===== src/hall_capture_consts.svh =====
// Offsets, write masks, reset values and timing counts of the hall capture timer.
// Assumes a 125 MHz core clock and APB byte addresses on word boundaries.
// Function
// Source selector picks hall or aux input
// Edge field: off, rising, falling, both
// Capture enable bit gates the source
// Filter accepts after two or four samples
// Filter samples every clock or four
// Filter enable inserts or bypasses filter
// Capture auto-reset clears counter after capture
// Compare auto-reset clears counter on match
// Sixteen bit counter as two bytes
// Sixteen bit compare value, reset zero
// Read-only capture bytes, loaded on capture
// Qualified trigger copies counter, sets flag
// Capture request needs flag and enable
// Match sets flag, optional request
// Master on bit enables counting
// Bypass bit passes noise input through
// Source bit selects threshold filter output
// Filtered pin edge field selects event
// Threshold filter rejects short pulses
// Five-bit thresholds, bit five reads zero
// Glitch filter on halls and filtered pin
// Clock select: PWM or divided clock
// Pause bit freezes counter value
// Counter clears on timer turn-on
// Counter increments per tick and wraps
`ifndef HALL_CAPTURE_CONSTS_SVH
`define HALL_CAPTURE_CONSTS_SVH
`define OFS_CTRL0        12'h000
`define OFS_CTRL1        12'h004
`define OFS_CNT_LO       12'h008
`define OFS_CNT_HI       12'h00C
`define OFS_CMP_LO       12'h010
`define OFS_CMP_HI       12'h014
`define OFS_CAP_LO       12'h018
`define OFS_CAP_HI       12'h01C
`define OFS_NF_HI        12'h020
`define OFS_NF_LO        12'h024
`define OFS_STATUS       12'h028
`define OFS_IRQ_EN       12'h02C
`define CTRL0_MASK       8'hFB
`define NF_MASK          8'hDF
`define NF_HI_RESET      8'h19
`define NF_LO_RESET      8'h0A
`define FILTER_UNIT_NS   5000
`define CLK_PERIOD_NS    8
`define FILTER_UNIT_CYC  (`FILTER_UNIT_NS / `CLK_PERIOD_NS)
`endif


===== src/hall_capture_pkg.sv =====
// Types for the hall capture timer.
// Assumes the constants header is included by the design file.
package hall_capture_pkg;
  typedef struct packed {
    logic       timer_pause;
    logic [2:0] count_clock_select;
    logic       timer_on;
    logic       unused;
    logic [1:0] capture_source_select;
  } ctrl0_t;
  typedef struct packed {
    logic [1:0] capture_edge_select;
    logic       capture_input_enable;
    logic       glitch_sample_count;
    logic       glitch_sample_clock;
    logic       glitch_filter_enable;
    logic       clear_on_capture;
    logic       clear_on_match;
  } ctrl1_t;
  typedef enum logic [1:0] {EDGE_OFF, EDGE_RISE, EDGE_FALL, EDGE_BOTH} edge_mode_t;
endpackage : hall_capture_pkg


===== src/hall_capture_compare_timer.sv =====
// Hall capture/compare timer with glitch and threshold noise filters, APB slave.
// Assumes inputs synchronous to core_clk_in and a one-cycle PWM tick input.
`timescale 1ns/1ps
`include "hall_capture_consts.svh"
module hall_capture_compare_timer
  import hall_capture_pkg::*;
#(
  parameter int unsigned FILTER_UNIT_CYCLES = `FILTER_UNIT_CYC
)(
  // Clock and reset
  input  wire logic        core_clk_in,
  input  wire logic        rst_n_in,
  // APB
  input  wire logic        psel_in,
  input  wire logic        penable_in,
  input  wire logic        pwrite_in,
  input  wire logic [11:0] paddr_in,
  input  wire logic [31:0] pwdata_in,
  output logic      [31:0] prdata_out,
  output logic             pready_out,
  output logic             pslverr_out,
  // Sensor inputs
  input  wire logic        hall_input_1_in,
  input  wire logic        hall_input_2_in,
  input  wire logic        hall_input_3_in,
  input  wire logic        aux_capture_pin_in,
  input  wire logic        filtered_input_pin_in,
  input  wire logic        pwm_output_clock_in,
  // Interrupt requests
  output logic             capture_irq_out,
  output logic             match_irq_out,
  output logic             filtered_pin_irq_out
);
  ctrl0_t      ctrl0_reg;
  ctrl1_t      ctrl1_reg;
  logic [15:0] count_reg;
  logic [15:0] compare_reg;
  logic [15:0] capture_reg;
  logic [7:0]  nf_hi_reg;
  logic [7:0]  nf_lo_reg;
  logic        capture_event_flag_reg;
  logic        match_event_flag_reg;
  logic        filtered_pin_flag_reg;
  logic [2:0]  irq_en_reg;
  logic        on_d_reg;

  wire logic wr = psel_in & penable_in & pwrite_in;
  wire logic rd_go = psel_in & penable_in & ~pwrite_in;

  // Sample strobe: every clock or every fourth
  logic [1:0] pre4_reg;
  always_ff @(posedge core_clk_in or negedge rst_n_in)
    if (!rst_n_in) pre4_reg <= 2'h0;
    else pre4_reg <= pre4_reg + 2'h1;
  // sample interval
  wire logic sample_tick = ~ctrl1_reg.glitch_sample_clock | (pre4_reg == 2'h3);

  // Threshold noise filter on the filtered pin
  logic [31:0] nf_unit_reg;
  logic [4:0]  nf_cnt_reg;
  logic        nf_out_reg;
  wire  logic [4:0] nf_diff = nf_hi_reg[4:0] - nf_lo_reg[4:0];
  always_ff @(posedge core_clk_in or negedge rst_n_in)
    if (!rst_n_in)
    begin
      nf_unit_reg <= 32'h0;
      nf_cnt_reg  <= 5'h0;
      nf_out_reg  <= 1'b0;
    end
    // bypass path
    else if (nf_hi_reg[7] || nf_hi_reg[4:0] <= nf_lo_reg[4:0] || nf_diff <= 5'h1)
    begin
      nf_out_reg  <= filtered_input_pin_in;
      nf_cnt_reg  <= 5'h0;
      nf_unit_reg <= 32'h0;
    end
    else if (filtered_input_pin_in == nf_out_reg)
    begin
      nf_cnt_reg  <= 5'h0;
      nf_unit_reg <= 32'h0;
    end
    // reject pulses shorter than diff units
    else if (nf_unit_reg + 32'h1 >= FILTER_UNIT_CYCLES)
    begin
      nf_unit_reg <= 32'h0;
      if (nf_cnt_reg + 5'h1 >= nf_diff)
      begin
        nf_out_reg <= filtered_input_pin_in;
        nf_cnt_reg <= 5'h0;
      end
      else nf_cnt_reg <= nf_cnt_reg + 5'h1;
    end
    else nf_unit_reg <= nf_unit_reg + 32'h1;

  // Glitch filter, one per input: halls 0..2, filtered pin 3
  logic [3:0] raw_in;
  logic [3:0] filt_out;
  // filtered source select replaces hall 1 path
  assign raw_in = {nf_out_reg, hall_input_3_in, hall_input_2_in,
                   nf_hi_reg[6] ? nf_out_reg : hall_input_1_in};
  genvar gi;
  // filter on all four inputs
  generate
    for (gi = 0; gi < 4; gi++)
    begin : g_glitch
      logic [3:0] hist_reg;
      logic       level_reg;
      always_ff @(posedge core_clk_in or negedge rst_n_in)
        if (!rst_n_in)
        begin
          hist_reg  <= 4'h0;
          level_reg <= 1'b0;
        end
        else if (sample_tick)
        begin
          hist_reg <= {hist_reg[2:0], raw_in[gi]};
          // two or four equal samples
          if (ctrl1_reg.glitch_sample_count ? (&hist_reg | ~|hist_reg)
                                            : (&hist_reg[1:0] | ~|hist_reg[1:0]))
            level_reg <= hist_reg[0];
        end
      // filter or bypass
      assign filt_out[gi] = ctrl1_reg.glitch_filter_enable ? level_reg : raw_in[gi];
    end
  endgenerate

  // source selection
  logic sel_in;
  always_comb
  begin
    case (ctrl0_reg.capture_source_select)
      2'h0:    sel_in = filt_out[0];
      2'h1:    sel_in = filt_out[1];
      2'h2:    sel_in = filt_out[2];
      default: sel_in = aux_capture_pin_in;
    endcase
  end

  logic sel_d_reg;
  logic pin_d_reg;
  always_ff @(posedge core_clk_in or negedge rst_n_in)
    if (!rst_n_in)
    begin
      sel_d_reg <= 1'b0;
      pin_d_reg <= 1'b0;
    end
    else
    begin
      sel_d_reg <= sel_in;
      pin_d_reg <= filt_out[3];
    end

  function automatic logic edge_hit(input logic [1:0] m, input logic now, input logic was);
    edge_hit = (m[0] & now & ~was) | (m[1] & ~now & was);
  endfunction : edge_hit

  // qualified trigger
  wire logic cap_trig = ctrl1_reg.capture_input_enable & ctrl0_reg.timer_on &
                        edge_hit(ctrl1_reg.capture_edge_select, sel_in, sel_d_reg);
  // filtered pin event
  wire logic pin_trig = edge_hit(nf_lo_reg[7:6], filt_out[3], pin_d_reg);

  // Count clock tick
  logic [6:0] div_reg;
  logic       pwm_d_reg;
  always_ff @(posedge core_clk_in or negedge rst_n_in)
    if (!rst_n_in)
    begin
      div_reg   <= 7'h0;
      pwm_d_reg <= 1'b0;
    end
    else
    begin
      div_reg   <= div_reg + 7'h1;
      pwm_d_reg <= pwm_output_clock_in;
    end
  logic count_tick;
  // clock select
  always_comb
  begin
    if (ctrl0_reg.count_clock_select == 3'h0)
      count_tick = pwm_output_clock_in & ~pwm_d_reg;
    else
      count_tick = (div_reg & ((7'h1 << ctrl0_reg.count_clock_select) - 7'h1)) == 7'h0;
  end

  wire logic match = ctrl0_reg.timer_on && count_reg == compare_reg;
  // run condition
  wire logic run = ctrl0_reg.timer_on & ~ctrl0_reg.timer_pause & count_tick;

  // Counter
  always_ff @(posedge core_clk_in or negedge rst_n_in)
    if (!rst_n_in) on_d_reg <= 1'b0;
    else on_d_reg <= ctrl0_reg.timer_on;
  always_ff @(posedge core_clk_in or negedge rst_n_in)
    if (!rst_n_in) count_reg <= 16'h0;
    // clear on turn-on
    else if (ctrl0_reg.timer_on & ~on_d_reg) count_reg <= 16'h0;
    // byte writes
    else if (wr && paddr_in == `OFS_CNT_LO) count_reg[7:0] <= pwdata_in[7:0];
    else if (wr && paddr_in == `OFS_CNT_HI) count_reg[15:8] <= pwdata_in[7:0];
    // clear after capture
    else if (cap_trig & ctrl1_reg.clear_on_capture) count_reg <= 16'h0;
    // clear on match
    // Cleared on the clock that sees equality, not on the next tick; pause still freezes
    else if (match & ctrl1_reg.clear_on_match & ~ctrl0_reg.timer_pause) count_reg <= 16'h0;
    // count and wrap
    else if (run) count_reg <= count_reg + 16'h1;

  // capture copy
  always_ff @(posedge core_clk_in or negedge rst_n_in)
    if (!rst_n_in) capture_reg <= 16'h0;
    else if (cap_trig) capture_reg <= count_reg;

  logic match_d_reg;
  always_ff @(posedge core_clk_in or negedge rst_n_in)
    if (!rst_n_in) match_d_reg <= 1'b0;
    else match_d_reg <= match;

  // Flags: write one to clear, set wins
  wire logic st_wr = wr && paddr_in == `OFS_STATUS;
  always_ff @(posedge core_clk_in or negedge rst_n_in)
    if (!rst_n_in)
    begin
      capture_event_flag_reg <= 1'b0;
      match_event_flag_reg   <= 1'b0;
      filtered_pin_flag_reg  <= 1'b0;
    end
    else
    begin
      // capture flag
      capture_event_flag_reg <= cap_trig |
        (capture_event_flag_reg & ~(st_wr & pwdata_in[0]));
      // match flag on reaching compare
      match_event_flag_reg <= (match & ~match_d_reg) |
        (match_event_flag_reg & ~(st_wr & pwdata_in[1]));
      filtered_pin_flag_reg <= pin_trig |
        (filtered_pin_flag_reg & ~(st_wr & pwdata_in[2]));
    end

  always_ff @(posedge core_clk_in or negedge rst_n_in)
    if (!rst_n_in)
    begin
      capture_irq_out      <= 1'b0;
      match_irq_out        <= 1'b0;
      filtered_pin_irq_out <= 1'b0;
    end
    else
    begin
      // capture request gating
      capture_irq_out      <= capture_event_flag_reg & irq_en_reg[0];
      // match request gating
      match_irq_out        <= match_event_flag_reg & irq_en_reg[1];
      filtered_pin_irq_out <= filtered_pin_flag_reg & irq_en_reg[2];
    end

  // Control register writes
  always_ff @(posedge core_clk_in or negedge rst_n_in)
    if (!rst_n_in)
    begin
      ctrl0_reg   <= '0;
      ctrl1_reg   <= '0;
      compare_reg <= 16'h0;
      nf_hi_reg   <= `NF_HI_RESET;
      nf_lo_reg   <= `NF_LO_RESET;
      irq_en_reg  <= 3'h0;
    end
    else if (wr)
    begin
      if (paddr_in == `OFS_CTRL0) ctrl0_reg <= ctrl0_t'(pwdata_in[7:0] & `CTRL0_MASK);
      else if (paddr_in == `OFS_CTRL1) ctrl1_reg <= ctrl1_t'(pwdata_in[7:0]);
      // compare bytes
      else if (paddr_in == `OFS_CMP_LO) compare_reg[7:0] <= pwdata_in[7:0];
      else if (paddr_in == `OFS_CMP_HI) compare_reg[15:8] <= pwdata_in[7:0];
      // bit five held zero
      else if (paddr_in == `OFS_NF_HI) nf_hi_reg <= pwdata_in[7:0] & `NF_MASK;
      else if (paddr_in == `OFS_NF_LO) nf_lo_reg <= pwdata_in[7:0] & `NF_MASK;
      else if (paddr_in == `OFS_IRQ_EN) irq_en_reg <= pwdata_in[2:0];
    end

  // Read path, registered; zero-wait answer
  logic [7:0] rd_byte;
  logic       rd_err;
  always_comb
  begin
    rd_err = 1'b0;
    if (paddr_in == `OFS_CTRL0) rd_byte = ctrl0_reg;
    else if (paddr_in == `OFS_CTRL1) rd_byte = ctrl1_reg;
    else if (paddr_in == `OFS_CNT_LO) rd_byte = count_reg[7:0];
    else if (paddr_in == `OFS_CNT_HI) rd_byte = count_reg[15:8];
    else if (paddr_in == `OFS_CMP_LO) rd_byte = compare_reg[7:0];
    else if (paddr_in == `OFS_CMP_HI) rd_byte = compare_reg[15:8];
    else if (paddr_in == `OFS_CAP_LO) rd_byte = capture_reg[7:0];
    else if (paddr_in == `OFS_CAP_HI) rd_byte = capture_reg[15:8];
    else if (paddr_in == `OFS_NF_HI) rd_byte = nf_hi_reg;
    else if (paddr_in == `OFS_NF_LO) rd_byte = nf_lo_reg;
    else if (paddr_in == `OFS_STATUS)
      rd_byte = {5'h0, filtered_pin_flag_reg, match_event_flag_reg, capture_event_flag_reg};
    else if (paddr_in == `OFS_IRQ_EN) rd_byte = {5'h0, irq_en_reg};
    else
    begin
      rd_byte = 8'h0;
      rd_err  = 1'b1;
    end
  end

  // Setup-phase sampling lets data meet the access phase from a flop
  always_ff @(posedge core_clk_in or negedge rst_n_in)
    if (!rst_n_in)
    begin
      prdata_out  <= 32'h0;
      pslverr_out <= 1'b0;
      pready_out  <= 1'b0;
    end
    else
    begin
      prdata_out  <= {24'h0, rd_byte};
      pslverr_out <= psel_in & ~penable_in & rd_err;
      pready_out  <= psel_in & ~penable_in;
    end

  // capture copies the counter
  property p_capture_copy;
    @(posedge core_clk_in) disable iff (!rst_n_in)
      cap_trig |=> capture_reg == $past(count_reg) && capture_event_flag_reg;
  endproperty
  a_capture_copy: assert property (p_capture_copy) else $error("capture copy wrong");
  property p_clear_cap;
    @(posedge core_clk_in) disable iff (!rst_n_in)
      cap_trig && ctrl1_reg.clear_on_capture && on_d_reg && !wr |=> count_reg == 16'h0;
  endproperty
  a_clear_cap: assert property (p_clear_cap) else $error("no clear after capture");
  property p_clear_match;
    @(posedge core_clk_in) disable iff (!rst_n_in)
      match && !ctrl0_reg.timer_pause && ctrl1_reg.clear_on_match && on_d_reg && !wr && !cap_trig
      |=> count_reg == 16'h0;
  endproperty
  a_clear_match: assert property (p_clear_match) else $error("no clear on match");
  property p_no_cap_disabled;
    @(posedge core_clk_in) disable iff (!rst_n_in)
      !ctrl1_reg.capture_input_enable |-> !cap_trig;
  endproperty
  a_no_cap_disabled: assert property (p_no_cap_disabled) else $error("capture leaked");
  property p_pause_hold;
    @(posedge core_clk_in) disable iff (!rst_n_in)
      ctrl0_reg.timer_pause && on_d_reg && !wr && !cap_trig |=> $stable(count_reg);
  endproperty
  a_pause_hold: assert property (p_pause_hold) else $error("counter moved in pause");
  property p_turn_on;
    @(posedge core_clk_in) disable iff (!rst_n_in)
      $rose(ctrl0_reg.timer_on) |=> count_reg == 16'h0;
  endproperty
  a_turn_on: assert property (p_turn_on) else $error("counter not cleared on turn-on");
  property p_off_hold;
    @(posedge core_clk_in) disable iff (!rst_n_in)
      !ctrl0_reg.timer_on && !wr ##1 !ctrl0_reg.timer_on |-> $stable(count_reg);
  endproperty
  a_off_hold: assert property (p_off_hold) else $error("counter ran while off");
  property p_cap_irq;
    @(posedge core_clk_in) disable iff (!rst_n_in)
      capture_irq_out |-> $past(capture_event_flag_reg) && $past(irq_en_reg[0]);
  endproperty
  a_cap_irq: assert property (p_cap_irq) else $error("stray capture request");
  property p_nf_mask;
    @(posedge core_clk_in) disable iff (!rst_n_in)
      !nf_hi_reg[5] && !nf_lo_reg[5];
  endproperty
  a_nf_mask: assert property (p_nf_mask) else $error("threshold bit five set");
  property p_match_flag;
    @(posedge core_clk_in) disable iff (!rst_n_in)
      match && !match_d_reg |=> match_event_flag_reg;
  endproperty
  a_match_flag: assert property (p_match_flag) else $error("match flag not set");
  property p_nf_bypass;
    @(posedge core_clk_in) disable iff (!rst_n_in)
      nf_hi_reg[7] |=> nf_out_reg == $past(filtered_input_pin_in);
  endproperty
  a_nf_bypass: assert property (p_nf_bypass) else $error("noise filter not bypassed");
endmodule : hall_capture_compare_timer


===== config.mk =====
export PLATFORM = sky130hd
export DESIGN_NAME = hall_capture_compare_timer
export DESIGN_NICKNAME = d
export VERILOG_FILES = /design/src/hall_capture_pkg.sv /design/src/hall_capture_compare_timer.sv
export VERILOG_INCLUDE_DIRS = /design/src /design/src/src
export SDC_FILE = /design/constraint.sdc
export NUM_CORES = 1
export LEC_CHECK = 0
export ABC_AREA = 1
export BUFFER_PORTS_ARGS = -buffer_cell sky130_fd_sc_hd__buf_4
export CAP_MARGIN = 20
export CORE_ASPECT_RATIO = 0.5
export CORE_MARGIN = 3
export CORE_UTILIZATION = 25
export DETAILED_ROUTE_END_ITERATION = 16
export PLACE_DENSITY = 0.39
export SKIP_CTS_REPAIR_TIMING = 1
export SLEW_MARGIN = 10
export SYNTH_ARGS = -nofsm -noshare
export SYNTH_HDL_FRONTEND = slang
export SYNTH_SLANG_ARGS = --single-unit

===== constraint.sdc =====
create_clock -name core_clk_in -period 3.1 [get_ports core_clk_in]
set_input_delay 0.155 -clock core_clk_in [delete_from_list [all_inputs] [get_ports core_clk_in]]
set_output_delay 0.155 -clock core_clk_in [all_outputs]
set_load 0.02 [all_outputs]

# After elaboration in Yosys (flattened, before gate mapping)
# Cells that the tools add are included.
[op_classes]
muxes = 54
eq_ne = 19
add_sub_neg = 7
n_reduce_logical = 53
bitwise = 65
order_cmp = 4
shift = 1
multipliers = 0
n_div = 0
[ops]
columns = ["operator", "n"]
rows = [
  ["two-way mux 8 bit", 14],
  ["two-way mux 32 bit", 3],
  ["two-way mux 16 bit", 4],
  ["== test 12 x 5 -> 1 bit (second input constant)", 4],
  ["== test 12 x 6 -> 1 bit (second input constant)", 4],
  ["adder 32 x 1 -> 32 bit (second input constant)", 1],
  [">= comparator 32 x 10 -> 1 bit (second input constant)", 1],
  ["AND 1 bit", 31],
  ["two-way mux 1 bit", 26],
  ["== test 12 x 4 -> 1 bit (second input constant)", 2],
  ["AND reduction 2 bit", 11],
  ["two-way mux 5 bit", 4],
  ["AND reduction 4 bit", 5],
  ["inverter 1 bit", 19],
  ["adder 16 x 1 -> 16 bit (second input constant)", 1],
  ["== test 16 bit", 1],
  ["OR reduction 4 bit", 4],
  ["bitwise OR 1 bit", 14],
  ["== test 12 x 3 -> 1 bit (second input constant)", 1],
  ["zero test 12 bit", 1],
  ["nonzero test 5 bit", 2],
  ["zero test 1 bit", 8],
  ["AND reduction 8 bit", 1],
  ["OR reduction 2 bit", 4],
  ["other kinds (28)", 37],
]
[word_totals]
mem_bits_rw = 0
regBits = 168
out_inout_bits = 37
rom_bits = 0
n_memories = 0
latchBits = 0
inputBits = 55

# Depth between registers and ports, before layout
[depth]
ltp_word = 14
mapped_depth = 18
ltp_nobuf = 17

# Least setup slack after synthesis
# Ideal clock, no wire load.
[synth_path]
path_type = "reg-to-reg"
startpoint = "register nf_hi_reg[0]"
endpoint = "register nf_cnt_reg[1]"
synth_period_minus_slack_ps = 2616
path_buffers = 0
arrival_ps = 2550
path_slack_ps = 484
required_time_ps = 3035
path_stages_with_launch = 16
path_cell_list = "dfstp_2 > inv_1 > ha_1 > inv_1 > fa_1 > inv_1 > ha_1 > a21boi_0 > o21a_1 > o21ai_0 > nand2_1 > a21oi_1 > nand3_1 > nor2_1 > nand3_1 > nand2_1"
[synth_via]
elab_chain_len = 6
word_cells_on_any_way = 11
cone_classes = "1 x add/sub; 3 x order compare; 4 x mux; 3 x reduce/logical"
[synth_lines]
columns = ["item", "line", "source"]
rows = [
  ["from (decl)", "hall_capture_compare_timer.sv:39", "logic [7:0] nf_hi_reg;"],
  ["from (signal assigned)", "hall_capture_compare_timer.sv:264", "nf_hi_reg <= `NF_HI_RESET;"],
  ["from (signal assigned)", "hall_capture_compare_timer.sv:276", "else if (paddr_in == `OFS_NF_HI) nf_hi_reg <= pwdata_in[7:0] & `NF_MASK;"],
  ["subtractor 5 bit", "hall_capture_compare_timer.sv:62", "wire logic [4:0] nf_diff = nf_hi_reg[4:0] - nf_lo_reg[4:0];"],
  [">= comparator 5 bit", "hall_capture_compare_timer.sv:86", "if (nf_cnt_reg + 5'h1 >= nf_diff)"],
  ["two-way mux 5 bit", "hall_capture_compare_timer.sv:86", ""],
  ["two-way mux 5 bit", "hall_capture_compare_timer.sv:83", "else if (nf_unit_reg + 32'h1 >= FILTER_UNIT_CYCLES)"],
  ["two-way mux 5 bit", "hall_capture_compare_timer.sv:77", "else if (filtered_input_pin_in == nf_out_reg)"],
  ["two-way mux 5 bit", "hall_capture_compare_timer.sv:71", "else if (nf_hi_reg[7] || nf_hi_reg[4:0] <= nf_lo_reg[4:0] || nf_diff <= 5'h1)"],
  ["to (signal assigned)", "hall_capture_compare_timer.sv:91", "else nf_cnt_reg <= nf_cnt_reg + 5'h1;"],
  ["to (decl)", "hall_capture_compare_timer.sv:60", "logic [4:0] nf_cnt_reg;"],
]
# Parallel ways exist; a longest one is shown, timed or not. The select of a mux whose other input is x is not followed.
# A chain may end at the register's enable or synchronous reset.

# Final worst setup path
[layout_path]
startpoint = "register nf_hi_reg[0]"
endpoint = "register nf_cnt_reg[2]"
# Same word-level chain as after synthesis.

==> results.cfg <==
[worst_setup_path]
reg2reg_depth = 15
cp-startpoint = nf_hi_reg[0]
r2r_slack_ns = 0.33
end_kind = flop
r2r-start = nf_hi_reg[0]
critical_path.cell_chain = inv_1 -> ha_1 -> inv_1 -> fa_1 -> inv_1 -> ha_1 -> a21boi_0 -> o21a_1 -> o21ai_0 -> nand2_1 -> a21oi_1 -> nand3_1 -> nor2_2 -> nand3_1 -> nand2_1
required_ns = 3.48
crit_family = adder cells
critical_path_class = flop to flop
crit_fanout = 5
r2r-end = nf_cnt_reg[2]
start_kind = flop
slowest_stage = dfstp_2
critPathBufInv = 3
cp.arrival_ns = 3.15
critical_path_depth = 15
critPathMaxStageDelay_ns = 0.53
crit_path_frequent_cell = inv_1
crit_path_end = nf_cnt_reg[2]

[die]
rows = 51
core_area_um2 = 39630
die-area_um2 = 43480
die_w_um = 291.9
start_util_pct = 25.79
die_y_um = 149.0
num_io_pins = 92

[run]
maxCapViolCount = 0

[logic_synthesis]
synthAdderAreaFrac_pct = 3.257
ys_dominant_reg_cell = dfrtp_1
synthMuxAreaShare_pct = 0
ys_seq_elements = 168
synth.top_cell.area_share_pct = 39.92
synth_top_cells_by_area = dfrtp_1 40%, nand2_1 17%, inv_1 6.3%
synthSimpleGateAreaFrac_pct = 34.60
ys_seq_area_share_pct = 41.20
synth_top_area_cell = dfrtp_1
synth_xor_area_share_pct = 2.388
yosys_warnings = 0
synth-compound-area-share_pct = 9.416
synth_edf_count = 0
syn_inst = 1434
async_reset_ff_share_pct = 100.0
syn-cell-area_um2 = 10220
synth_top_family_by_area = simple AND/OR/NAND/NOR gates
ys_types = 52
syn_area_per_cell_um2 = 7.126

[placement]
io_buffers = 43
dp_hpwl_um = 25610
gp_congestion = 0.8945
preCtsSetupSlack_ns = 0.2449

[outcome]
status = completed

[cts]
clk_pin_slew_ns = 0.08
cts_buffer_depth = 2
clockRootBuffer = clkbuf_16
numCtsBuffers = 17
clk_latency_ns = 0.45
tritoncts = yes
cts_sinks = 168
cts_max_level = 4

[route]
totalWireLength_um = 33070
first_pass_iters = 6
wire_per_inst_um = 16.05
vias = 9291
ant_nets = 0
first_iter_violations = 753
viasPerCell = 4.508
drc = 0

[timing]
setup_viol = 0
fin_ws_ns = 0.3302
drv_slew = 0
rsz0062_at_grt = false
min_period_ns = 2.770
post-route-period-util_pct = 89.35
final_hold_viol_count = 0
max-slew-margin-rel_pct = 53.30
fin_worst_skew_ns = 0.01429
max_freq_ghz = 0.3610
fin_setup_tns_ns = 0
tightest_slew_ns = 0.7005

[finish]
antennaDiodeCount = 0
seqCellArea_um2 = 4210
largest_reg_flops = 32
drive_gt1_share_pct = 9.536
multiInputGateArea_um2 = 5250
finish.utilization_pct = 30.09
fillCellCount = 4297
syn2layout_area_growth_pct = 16.68
layout.nets = 1599

[pwr]
p_leak_nw = 5.695
cellPowerDensity_nw_per_um2 = 411.3
ir_drop_mv = 0.3550

[hold_path]
worst_hold_path_type = input pin to flop

[global_routing]
antenna_found_initial = 1
grt_pass1_wl_um = 52030
grt_pass1_vias = 8939
grt_max_degree = 69
grtUsageTotal_pct = 15.58
grt-ovfl-total = 0
## cell usage in the layout (no fill, tap or decap), types with 3 or more instances in the layout
master / n
bufinv_16: 3
clkbuf_16: 17
dlygate4sd3_1: 6
or2_2: 7
clkinv_4: 3
o21ai_0: 128
dfstp_2: 5
xor2_1: 16
nand2_1: 451
conb_1: 46
a21oi_1: 24
o21bai_1: 3
nor2_2: 14
nor3_1: 20
nand3b_1: 8
xnor2_1: 10
nor2_1: 139
inv_1: 172
dfrtp_1: 163
or2_1: 3
inv_6: 3
ha_1: 25
nand3_1: 107
inv_8: 3
nor2_4: 10
inv_2: 7
o211ai_1: 8
buf_4: 54
nand2_2: 7
nand4_1: 31
## how the worst min path moves through the flow
stage	end	cells after the start	startpoint
finish	count_reg[8]	5	pwdata_in[0]
floorplan	capture_event_flag_reg	0	rst_n_in
CTS	pwm_d_reg	1	rst_n_in
detailed placement	pwm_d_reg	1	rst_n_in
global route	count_reg[8]	5	pwdata_in[0]
global placement	pwm_d_reg	1	rst_n_in
## area by class of cell
cell class,count,share of cell area (%)
inverter,180,5.667
tap,530,5.562
clock buffer,19,3.715
timing repair buffer,62,4.166
sequential,168,35.31
multi-input combinational,1089,44.03
clock inverter,13,1.543
## tightest hold or removal path: cells and delay by family
| kind | cells | cell delay (ns) |
|---|---|---|
| AND/OR/NAND/NOR | 4 | 0.19 |
| buffers and inverters | 1 | 0.11 |
## power breakdown
part | internal (W) | leakage [nW] | switching (W) | total (W)
logic | 0.0000835 | 3.20 | 0.000204 | 0.000288
registers | 0.00223 | 2.19 | 0.0000363 | 0.00227
clock network | 0.00132 | 0.305 | 0.00103 | 0.00235
total | 0.00363 | 5.69 | 0.00127 | 0.00490
## cell families after synthesis
group | after synthesis
xor+xnor | 27
buf+inv | 222
fa+ha+maj | 26
other cells | 1
compound gates | 179
flops | 168
simple gates | 811
## synthesized netlist by cell type, types with 2 or more instances
| master | count |
|---|---|
| o21ai_2 | 2 |
| a31oi_1 | 2 |
| o21bai_1 | 3 |
| ha_1 | 25 |
| nor3_1 | 20 |
| xnor2_1 | 10 |
| dfrtp_1 | 163 |
| o211ai_1 | 8 |
| or2_1 | 3 |
| inv_2 | 7 |
| clkbuf_1 | 15 |
| inv_1 | 172 |
| nand3_1 | 107 |
| buf_4 | 25 |
| nor2_2 | 13 |
| dfstp_2 | 5 |
| nor3_2 | 2 |
| nand2_1 | 451 |
| and3_1 | 2 |
| nand3b_1 | 8 |
| nor4_1 | 2 |
| o21ai_1 | 2 |
| nand4_1 | 31 |
| a21oi_1 | 24 |
| xor2_1 | 16 |
| nor2_4 | 10 |
| nor2_1 | 140 |
| nand2_2 | 7 |
| or2_2 | 7 |
| and2_1 | 2 |
| nor3b_1 | 2 |
| o21ai_0 | 128 |
## metrics by stage
stage,area [um2],total power (W),hold slack (ns),cells
5_1_grt,11920,0.005119,0.05036,2061
4_1_cts,11860,0.004987,-0.2713,2055
3_5_place_dp,11230,0.002594,0.2289,2023
6_report,11920,0.004904,0.03506,2061
2_1_floorplan,10390,0.002461,-0.1406,1479
3_3_place_gp,11230,0.002591,0.2215,2023
## layer usage
layer,part of all wire (%),wire length [um],GRT usage (%)
met5,0,0,0
met4,1.6,539,3.823
met1,49,16350,21.98
met2,45,14940,24.86
met3,3.8,1244,2.708
Note: power is estimated with default switching activity, not from simulation.
